File: src/irqc_pkg.sv
// constants and types for the interrupt flag, enable and priority register block
`default_nettype none

package irqc_pkg;

  // ------------------------------------------------------------------
  // bus and register map
  // ------------------------------------------------------------------
  localparam int          ADDR_W        = 12;
  localparam int          DATA_W        = 32;
  localparam logic [3:0]  FLAG_REGION   = 4'h0;
  localparam logic [3:0]  ENABLE_REGION = 4'h1;
  localparam logic [3:0]  PRIO_REGION   = 4'h2;
  localparam logic [3:0]  EVT_REGION    = 4'h3;
  localparam logic [5:0]  EVT_STAT_IDX  = 6'h00;
  localparam logic [5:0]  EVT_MASK_IDX  = 6'h01;

  // ------------------------------------------------------------------
  // reset values and field layout
  // ------------------------------------------------------------------
  localparam logic [31:0] RESET_WORD     = 32'h0000_0000;
  localparam logic [31:0] PRIO_IMPL_MASK = 32'h1f1f_1f1f;
  localparam int          DEF_BANKS      = 2;
  localparam int          SRC_PER_BANK   = 32;
  localparam int          SLOTS_PER_REG  = 4;
  localparam int          SLOT_W         = 8;
  localparam int          PRIO_LSB       = 2;
  localparam int          PRIO_W         = 3;
  localparam int          SUB_LSB        = 0;
  localparam int          SUB_W          = 2;
  localparam logic [2:0]  PRIO_OFF       = 3'h0;

  // ------------------------------------------------------------------
  // address decode result
  // ------------------------------------------------------------------
  typedef enum logic [2:0] {
    K_NONE,
    K_FLAG,
    K_ENABLE,
    K_PRIO,
    K_EVT_STAT,
    K_EVT_MASK
  } irqc_kind_t;

  typedef struct packed {
    irqc_kind_t kind;
    logic [5:0] idx;
  } irqc_dec_t;

endpackage : irqc_pkg

`default_nettype wire

File: src/irqc_src_if.sv
// per-source signals between the register file and the request gate
`default_nettype none

interface irqc_src_if #(
  parameter int N  = 64,
  parameter int NP = 16
);
  logic [N-1:0]        pend;
  logic [N-1:0]        en;
  logic [NP-1:0][31:0] pri;
  logic [N-1:0]        active;
  logic [N-1:0][2:0]   level;
  logic [N-1:0][1:0]   sub;

  modport regs (output pend, output en, output pri,
                input active, input level, input sub);
  modport gate (input pend, input en, input pri,
                output active, output level, output sub);
endinterface : irqc_src_if

`default_nettype wire

File: src/irqc_gate.sv
// slot field decode and per-source request gating
`default_nettype none

module irqc_gate
  import irqc_pkg::*;
#(
  parameter int N = 64
) (
  // source signals
  irqc_src_if.gate g
);

  for (genvar k = 0; k < N; k++) begin : g_src
    // byte slot of this source inside its priority register
    localparam int REG  = k / SLOTS_PER_REG;
    localparam int BASE = (k % SLOTS_PER_REG) * SLOT_W;

    assign g.level[k] = g.pri[REG][BASE+PRIO_LSB +: PRIO_W];
    assign g.sub[k]   = g.pri[REG][BASE+SUB_LSB +: SUB_W];
    assign g.active[k] = g.pend[k] & g.en[k] & (g.level[k] != PRIO_OFF);
  end

endmodule : irqc_gate

`default_nettype wire

File: src/irqc_regs.sv
// interrupt flag, enable and priority registers behind an apb slave
//
// How it works
// - flag sets when its source requests
// - flags are 32-bit software read/write
// - enable bits: one enables, zero disables
// - priority 000 disables, 1 to 7 levels
// - subpriority 0 to 3 from value
// - four byte slots, top three bits zero
`default_nettype none

module irqc_regs
  import irqc_pkg::*;
#(
  parameter int NB = DEF_BANKS
) (
  // clock and reset
  input  wire logic                      pclk,
  input  wire logic                      presetn,
  input  wire logic                      pce,
  // apb slave
  input  wire logic                      psel,
  input  wire logic                      penable,
  input  wire logic                      pwrite,
  input  wire logic [ADDR_W-1:0]         paddr,
  input  wire logic [DATA_W-1:0]         pwdata,
  output logic      [DATA_W-1:0]         prdata,
  output logic                           pready,
  output logic                           pslverr,
  // peripheral requests
  input  wire logic [NB*SRC_PER_BANK-1:0] src_req,
  // core side
  output logic      [NB*SRC_PER_BANK-1:0] req_active,
  output logic      [NB*SRC_PER_BANK*PRIO_W-1:0] req_level,
  output logic      [NB*SRC_PER_BANK*SUB_W-1:0]  req_sub,
  output logic                           irq
);

  localparam int N  = NB * SRC_PER_BANK;
  localparam int NP = N / SLOTS_PER_REG;

  // ------------------------------------------------------------------
  // state
  // ------------------------------------------------------------------
  typedef struct packed {
    logic [NB-1:0][31:0] flag;
    logic [NB-1:0][31:0] en;
    logic [NP-1:0][31:0] pri;
    logic [NB-1:0]       evt_stat;
    logic [NB-1:0]       evt_mask;
    logic [N-1:0]        active;
    logic [31:0]         rdata;
    logic                err;
  } irqc_state_t;

  irqc_state_t s;
  irqc_state_t next_s;
  irqc_dec_t   dec;
  logic        wr_acc;
  logic        rd_setup;
  logic [NB-1:0] evt;

  irqc_src_if #(.N(N), .NP(NP)) src ();

  // ------------------------------------------------------------------
  // address decode
  // ------------------------------------------------------------------
  function automatic irqc_dec_t decode(input logic [ADDR_W-1:0] a);
    irqc_dec_t d;
    logic      in_banks;
    logic      in_prio;
    d.kind   = K_NONE;
    d.idx    = a[7:2];
    in_banks = ({26'h0, a[7:2]} < NB);
    in_prio  = ({26'h0, a[7:2]} < NP);
    if (a[1:0] != 2'h0) begin
      d.kind = K_NONE;
    end else if (a[11:8] == FLAG_REGION && in_banks) begin
      d.kind = K_FLAG;
    end else if (a[11:8] == ENABLE_REGION && in_banks) begin
      d.kind = K_ENABLE;
    end else if (a[11:8] == PRIO_REGION && in_prio) begin
      d.kind = K_PRIO;
    end else if (a[11:8] == EVT_REGION && a[7:2] == EVT_STAT_IDX) begin
      d.kind = K_EVT_STAT;
    end else if (a[11:8] == EVT_REGION && a[7:2] == EVT_MASK_IDX) begin
      d.kind = K_EVT_MASK;
    end
    return d;
  endfunction : decode

  assign dec      = decode(paddr);
  assign wr_acc   = psel & penable & pwrite;
  assign rd_setup = psel & ~penable;

  // ------------------------------------------------------------------
  // request gate
  // ------------------------------------------------------------------
  assign src.pend = s.flag;
  assign src.en   = s.en;
  assign src.pri  = s.pri;

  irqc_gate #(.N(N)) u_gate (
    .g (src.gate)
  );

  // ------------------------------------------------------------------
  // next state
  // ------------------------------------------------------------------
  always_comb begin
    next_s = s;
    evt    = '0;
    for (int b = 0; b < NB; b++) begin
      // software writes the whole flag word
      if (wr_acc && dec.kind == K_FLAG && dec.idx == 6'(b)) begin
        next_s.flag[b] = pwdata;
      end
      // request sets flag, wins over clear
      next_s.flag[b] = next_s.flag[b] | src_req[b*SRC_PER_BANK +: SRC_PER_BANK];
      if (wr_acc && dec.kind == K_ENABLE && dec.idx == 6'(b)) begin
        next_s.en[b] = pwdata;
      end
      // newly active source in this bank
      evt[b] = |(src.active[b*SRC_PER_BANK +: SRC_PER_BANK]
                 & ~s.active[b*SRC_PER_BANK +: SRC_PER_BANK]);
    end
    for (int p = 0; p < NP; p++) begin
      if (wr_acc && dec.kind == K_PRIO && dec.idx == 6'(p)) begin
        next_s.pri[p] = pwdata & PRIO_IMPL_MASK;
      end
    end
    // event status: write one clears, new event wins
    if (wr_acc && dec.kind == K_EVT_STAT) begin
      next_s.evt_stat = s.evt_stat & ~pwdata[NB-1:0];
    end
    next_s.evt_stat = next_s.evt_stat | evt;
    if (wr_acc && dec.kind == K_EVT_MASK) begin
      next_s.evt_mask = pwdata[NB-1:0];
    end
    next_s.active = src.active;
    // read data captured in the setup cycle
    if (rd_setup) begin
      next_s.err   = (dec.kind == K_NONE);
      next_s.rdata = RESET_WORD;
      if (dec.kind == K_FLAG) begin
        next_s.rdata = s.flag[dec.idx];
      end else if (dec.kind == K_ENABLE) begin
        next_s.rdata = s.en[dec.idx];
      end else if (dec.kind == K_PRIO) begin
        next_s.rdata = s.pri[dec.idx];
      end else if (dec.kind == K_EVT_STAT) begin
        next_s.rdata = 32'(s.evt_stat);
      end else if (dec.kind == K_EVT_MASK) begin
        next_s.rdata = 32'(s.evt_mask);
      end
    end
  end

  // ------------------------------------------------------------------
  // registers
  // ------------------------------------------------------------------
  always_ff @(posedge pclk or negedge presetn) begin
    if (!presetn) begin
      s <= '0;
    end else if (pce) begin
      s <= next_s;
    end
  end

  // ------------------------------------------------------------------
  // outputs
  // ------------------------------------------------------------------
  assign prdata     = s.rdata;
  assign pready     = pce;
  assign pslverr    = psel & penable & s.err;
  assign req_active = s.active;
  assign req_level  = src.level;
  assign req_sub    = src.sub;
  assign irq        = |(s.evt_stat & s.evt_mask);

endmodule : irqc_regs

`default_nettype wire

File: config.mk
export PLATFORM = sky130hd
export DESIGN_NAME = irqc_regs
export DESIGN_NICKNAME = d
export VERILOG_FILES = /design/src/irqc_pkg.sv /design/src/irqc_src_if.sv /design/src/irqc_gate.sv /design/src/irqc_regs.sv
export SDC_FILE = /design/constraint.sdc
export NUM_CORES = 1
export LEC_CHECK = 0
export BUFFER_PORTS_ARGS = -buffer_cell sky130_fd_sc_hd__buf_2
export CAP_MARGIN = 10
export CORE_MARGIN = 2
export CORE_UTILIZATION = 57
export DETAILED_ROUTE_END_ITERATION = 8
export GPL_TIMING_DRIVEN = 0
export PLACE_DENSITY = 0.92
export SYNTH_ARGS = -nofsm -noshare
export SYNTH_HDL_FRONTEND = slang
export SYNTH_HIERARCHICAL = 1
export SYNTH_SLANG_ARGS = --single-unit
File: constraint.sdc
create_clock -name pclk -period 2.4 [get_ports pclk]
set_clock_uncertainty 0.2 [all_clocks]
set_input_delay 0.24 -clock pclk [delete_from_list [all_inputs] [get_ports pclk]]
set_output_delay 0.24 -clock pclk [all_outputs]
set_load 0.05 [all_outputs]
==> results.md, run 1 <==
- Clk buf depth: 3
- Met1 WL: approximately 40000 um
- Metal3 WL: roughly 18000 um
- Failing checks: negative setup slack
- Fin worst setup slack: -63.1 ps
- Initial antenna violation count: 15
- Power Total: 19.5 mW
- Sequential power share: 0.475
- Clk sink count: about 550
- Req. time, crit path: 2660 ps
- Max Used Layer: met5
- Post-route minimum period: about 2500 ps
- Global Route Usage Sum: 0.454
- Antenna-violating nets left: 0
- Clock Tree Root: clkbuf_16
- Sw Ratio: 0.244
- Via/cell ratio: 6.66
- Wirelength, routed: 122000 um
- Areal power density over the cells: 544 mW/mm^2
- # IOs: 533
- YS warnings: 6
- Share of cells above drive strength 1: 0.583
- Die width: 230 um
- Mapped Area: 0.0291 sq mm
- Post-DR wirelength/cell: 33.4 um
- H-tree Lvls: 2
- DP Cell Count: 3449
- Gr ovfl total: 0
- Fin crit share: 1.03
- DR pass1 iterations: 6
- DIE HEIGHT: between 200 and 250 um
- Die Area: 0.0529 sq mm
- Pins Over Slew Limit: 0
- Gate power share: 0.065
- Top Family by Delay on Critical Path: buffers and inverters
- Max Fclk: 0.406 GHz
- Vias in the first global route: 24600
- DRC Markers: 0
- Slowest CP cell: clkdlybuf4s15_1
- Worst path cell trace: buf_2 > clkdlybuf4s15_1 > mux4_2 > mux2_2 > a21oi_1 > o21ai_0
- Clock Pin Slew Worst Setup and Hold Paths: 70 ps
- Vias: ~24000
- Gpl congestion: 1.01
- Slowest stage delay, CP: 890 ps
- Initial DRC Count: 3560
- WS Path Type: primary input to flop
- Status: finished with violations
- Setup violators final: 17
- Worst EP arrival: 2720 ps
- Num CTS Buffers: 55
- TritonCTS clock tree: yes
- FILL cells: 3309
- Total of max-cap violations: 0
- PortBufs: 513
- Wire length of the first global-routing pass: between 150000 and 200000 um
- Met2 WL post-DR: ~53000 um
- Finished Cell Area: around 0.036 sq mm
- Final Util: 0.713
- Slew at the pin closest to its max-slew limit: between 1000 and 1500 ps
- Leakage power: 19.2 nW
- Non-filler cells in the finished layout: approximately 3700
- Peak VDD IR: 0.650 mV
- CORE AREA: 0.0503 sq mm
- Int Power: 14.8 mW
- Mapped Nets: 2374
- CP Capture Type: flop
- Starting density of the core: 0.579
- Hold WC Path Type: primary input to flop
- Placed inst area: 0.0327 sq mm
- Slew margin rel.: 0.110
- Synth-to-Final Area Change: 23.1%
- Syn Area/Cell: 12.9 sq um
- Largest net degree at the start of global routing: 126
- WP buf/inv: 2
- Worst skew pair latency: 630 ps
- Startpoint types: primary input
- Clock power frac: 0.460
- P_sw: 4.75 mW
- Post-DP HPWL: 87700 um
- Critical path peak fanout: 10
- Fin. Hold Viols: 0
- Nets@finish: slightly above 3000
- Cells after Synth: 2260
- Row cnt: 82
flip-flops by register name (all words and copies together), names as in the netlist:
| register | count |
|---|---|
| s | 453 |
| req_active | 64 |
| prdata | 32 |
area by class of cell:
cell class | instances | area, sq um | share of cell area
sequential | 549 | 13800 | 0.384
antenna | 8 | 20.0 | 0.000559
multi-input combinational | 1075 | 11500 | 0.322
buffer | 571 | 3930 | 0.110
clock inverter | 13 | 173 | 0.00482
timing repair buffer | 623 | 3700 | 0.103
tap | 672 | 841 | 0.0235
inverter | 64 | 240 | 0.00670
clock buffer | 84 | 1650 | 0.0459
stage by stage:
stage          worst slack [ps]  hold slack [ps]  setup TNS [ps]
5_1_grt                   -50.0             41.5           -55.7
6_report                  -63.1             19.2            -219
3_5_place_dp              -1050              104         -201370
4_1_cts                   -12.4             2.70           -36.4
2_1_floorplan               192             -256               0
3_3_place_gp              -9930              261        -5603950
power groups by stage:
| stage | clock network [mW] | logic, mW | registers, mW |
|---|---|---|---|
| detailed placement | 0 | 1.07 | 9.44 |
| global route | 9.25 | 1.29 | 9.26 |
| finish | 8.98 | 1.26 | 9.27 |
| global placement | 0 | 1.02 | 9.44 |
| CTS | 8.86 | 1.19 | 9.27 |
| floorplan | 0 | 0.432 | 9.44 |
metal layers:
metal | global-route usage | vias to the layer above
li1 | - | 9169
met1 | 0.544 | 12200
met2 | 0.657 | 2331
met3 | 0.198 | 656
met4 | 0.321 | 10
met5 | 0 | -
layout by cell type (no fill, tap or decap), types with 18 or more instances in the layout:
cell / instances
a21oi_1: 21
a221o_1: 32
a221oi_1: 18
buf_2: 539
buf_4: 464
clkbuf_1: 88
clkbuf_16: 55
dfrtp_1: 529
dfrtp_2: 20
dlygate4sd3_1: 85
inv_1: 64
mux2_2: 454
mux2_4: 20
mux2i_1: 42
mux4_2: 92
nand2_1: 46
nand3_1: 21
nor2_1: 31
nor2b_1: 35
nor3_1: 20
o21a_1: 35
o21ai_0: 18
o22ai_1: 31
o311a_1: 47
o32a_1: 32
path summary, 6_finish.rpt:
path | startpoint | endpoint | slack (ps) | cells after the start
min reg2reg | prdata[14] | prdata[14] | 280 | 2
min | pwdata[8] | s[333] | 20 | 2
max in group asynchronous | presetn | s[360] | 250 | 4
max | paddr[3] | prdata[24] | -60 | 6
min in group asynchronous | presetn | s[349] | 40 | 2
max reg2reg | s[128] | s[99] | -20 | 6
timing repair:
item,4_1_cts,5_1_grt
setup buffers,4,17
hold buffers,85,0
gates cloned,0,0
hold endpoints to repair,180,0
setup endpoints to repair,73,75
gates resized for setup,16,71
pin swaps,4,11
Power figures use the tool's default switching activity.
==> run 2, diff against run 1 <==
--- a/config.mk
+++ b/config.mk
@@ -7,11 +7,12 @@
 export LEC_CHECK = 0
 export BUFFER_PORTS_ARGS = -buffer_cell sky130_fd_sc_hd__buf_2
 export CAP_MARGIN = 10
+export CELL_PAD_IN_SITES_DETAIL_PLACEMENT = 2
+export CELL_PAD_IN_SITES_GLOBAL_PLACEMENT = 2
 export CORE_MARGIN = 2
-export CORE_UTILIZATION = 57
+export CORE_UTILIZATION = 38
 export DETAILED_ROUTE_END_ITERATION = 8
-export GPL_TIMING_DRIVEN = 0
-export PLACE_DENSITY = 0.92
+export PLACE_DENSITY = 0.91
 export SYNTH_ARGS = -nofsm -noshare
 export SYNTH_HDL_FRONTEND = slang
 export SYNTH_HIERARCHICAL = 1
==> run 2 against run 1 <==
Net effect:
- the run now ends clean
- combinational power barely moved
- non-clock buffer count fell by 252
- sequential power barely moved
- flip-flop and latch count did not move
- via count fell by 8.8%
- hold slack improved by 25 ps
- global-route usage fell by 9.9 points
- fmax rose by 4.2%
- clock power rose by 19%
==> results.md, run 2 (synthesis gave the netlist of run 1 again) <==
- Status: finished, final reports clean
- Initial DRC Count: 1656
- Vias: 22200
- Slew margin rel.: 0.378
- Critical path peak fanout: 3
- Worst skew pair latency: between 600 and 700 ps
- Areal power density over the cells: between 500 and 600 mW/mm^2
- Num CTS Buffers: 67
- Vias in the first global route: 24800
- Starting density of the core: 0.384
- Wire length of the first global-routing pass: 198000 um
- Non-filler cells in the finished layout: 3787
- R2R setup slack: 40 ps
- DR pass1 iterations: 5
- Most frequent cells in the layout: dfrtp_1, buf_2, mux2_2
- Initial antenna violation count: 14
- Hold depth: 5
- PortBufs: 532
- DP Cell Count: 3551
- Clk buf depth: 3
- WS Path Type: flop to flop
- Sequential Area: 0.0137 sq mm
- Nets@finish: 2813
- Clock Tree Root: clkbuf_16
- Peak VDD IR: 0.557 mV
- DRC Markers: 0
- Top Family by Delay on Critical Path: compound AO/OA/AOI/OAI gates
- Wirelength, routed: 141000 um
- Hold EP: prdata[0]
- Slowest stage delay, CP: 470 ps
- # IOs: between 500 and 600
- Clk sink count: 549
- Req. time, crit path: 2710 ps
- Antenna-violating nets left: 0
- Hold Path Origin: paddr[4]
- CORE AREA: 0.0759 sq mm
- Synth-to-Final Area Change: 22.0%
- Gr ovfl total: 0
- Multi-input gate area: about 0.012 sq mm
- Unrepaired setup endpoints after global routing: true
- Via/cell ratio: between 5 and 6
- Die width: 281 um
- Total of max-cap violations: 0
- DIE HEIGHT: between 200 and 300 um
- Gpl congestion: 0.928
- Clock Pin Slew Worst Setup and Hold Paths: 60 ps
- Die Area: between 0.07 and 0.08 sq mm
- Pins Over Slew Limit: 0
- Hold WC Path Type: primary input to flop
- Worst EP arrival: around 2700 ps
- Post-route minimum period: around 2400 ps
- Largest Register: s
- Largest net degree at the start of global routing: 114
- WP buf/inv: 3
- Worst path cell trace: o311a_4 > inv_1 > o22ai_1 > nor4_2 > buf_4 > nand4_1 > buf_6 > a22o_1
- Most common library cell in the layout ignoring fill and taps: dfrtp_1
- Crit Reg-Reg Endpoint: s[100]
- Fin. Hold Viols: 0
- Setup violators final: 0
- Fin crit share: 0.985
- Fin worst setup slack: 36.9 ps
- Global Route Usage Sum: 0.355
- Reg2reg start: s[367]
- Leakage power: 18.4 nW
- Setup WS pre-CTS: -136 ps
- Power Total: 21.2 mW
- Max reg flops: 453
- H-tree Lvls: 3
- Row cnt: 101
- Max Fclk: 0.423 GHz
- FILL cells: around 7400
- TritonCTS clock tree: yes
- Post-DP HPWL: ~100000 um
- Startpoint types: flop
- Reg2reg path depth: 8
- Share of cells above drive strength 1: 0.566
- CP Capture Type: flop
- Slowest CP cell: o311a_4
- Post-DR wirelength/cell: about 37 um
- Slew at the pin closest to its max-slew limit: a little over 900 ps
run 2: cell count changes in the layout (fill, tap and decap cells not counted), moves of 12 or more:
cell and delta:
buf_12 +36, dfrtp_2 -18, buf_4 -193, dlygate4sd3_1 +20, clkbuf_1 -73, buf_2 -12
clkbuf_16 +14, dfrtp_1 +18
run 2: metrics by stage:
stage	util	hold WS [ps]	instance area, sq um	TNS (ps)
floorplan	-	-256	29100	0
global placement	0.421	3.13	32000	-187
detailed placement	0.421	11.2	32000	-5170
CTS	0.465	2.66	35400	0
global route	0.468	62.5	35500	-51.5
finish	0.468	43.7	35500	0
run 2: layer usage:
metal  vias up  routed length (um)  global-route usage
met5         -                 119                   0
met4        18                8950               0.195
met3       376               10400              0.0834
met2      1150               69900               0.607
met1     12000               51900               0.412
li1       8687                   -                   -
run 2: area by class of cell:
cell class                      instances  area share
Clock inverter                         21     0.00676
Tap cell                             1030      0.0363
Antenna cell                            4    0.000282
Sequential cell                       549       0.387
Multi-Input combinational cell       1075       0.324
Timing Repair Buffer                  942       0.182
Clock buffer                          102      0.0571
Inverter                               64     0.00676
run 2: worst register-to-register path, cell delays in order (launching register included):
cell and delay, ps:
dfrtp_1 410, o311a_4 470, inv_1 90, o22ai_1 120, nor4_2 320, buf_4 150
nand4_1 90, buf_6 170, a22o_1 230
run 2: worst max path at each step:
stage,start,cells past startpoint,end
after global routing,s[432],8,s[100]
final,s[367],8,s[100]
after CTS,s[224],8,s[99]
after global placement,s[369],8,s[100]
after floorplan,paddr[3],6,s[618]
after detailed placement,s[369],8,s[100]
run 2: repair_timing:
item,in CTS,in global routing
hold buffers,106,0
endpoints found under the setup margin,1,2
setup buffers,0,3
pin swaps,0,4
resized for setup,6,19
hold endpoints to repair,676,0
run 2: power breakdown:
group / internal, mW / switching (mW)
Sequential: 9.26 / 0.00567
Clock: 6.30 / 4.40
Combinational: 0.409 / 0.830
Total: 16.0 / 5.24
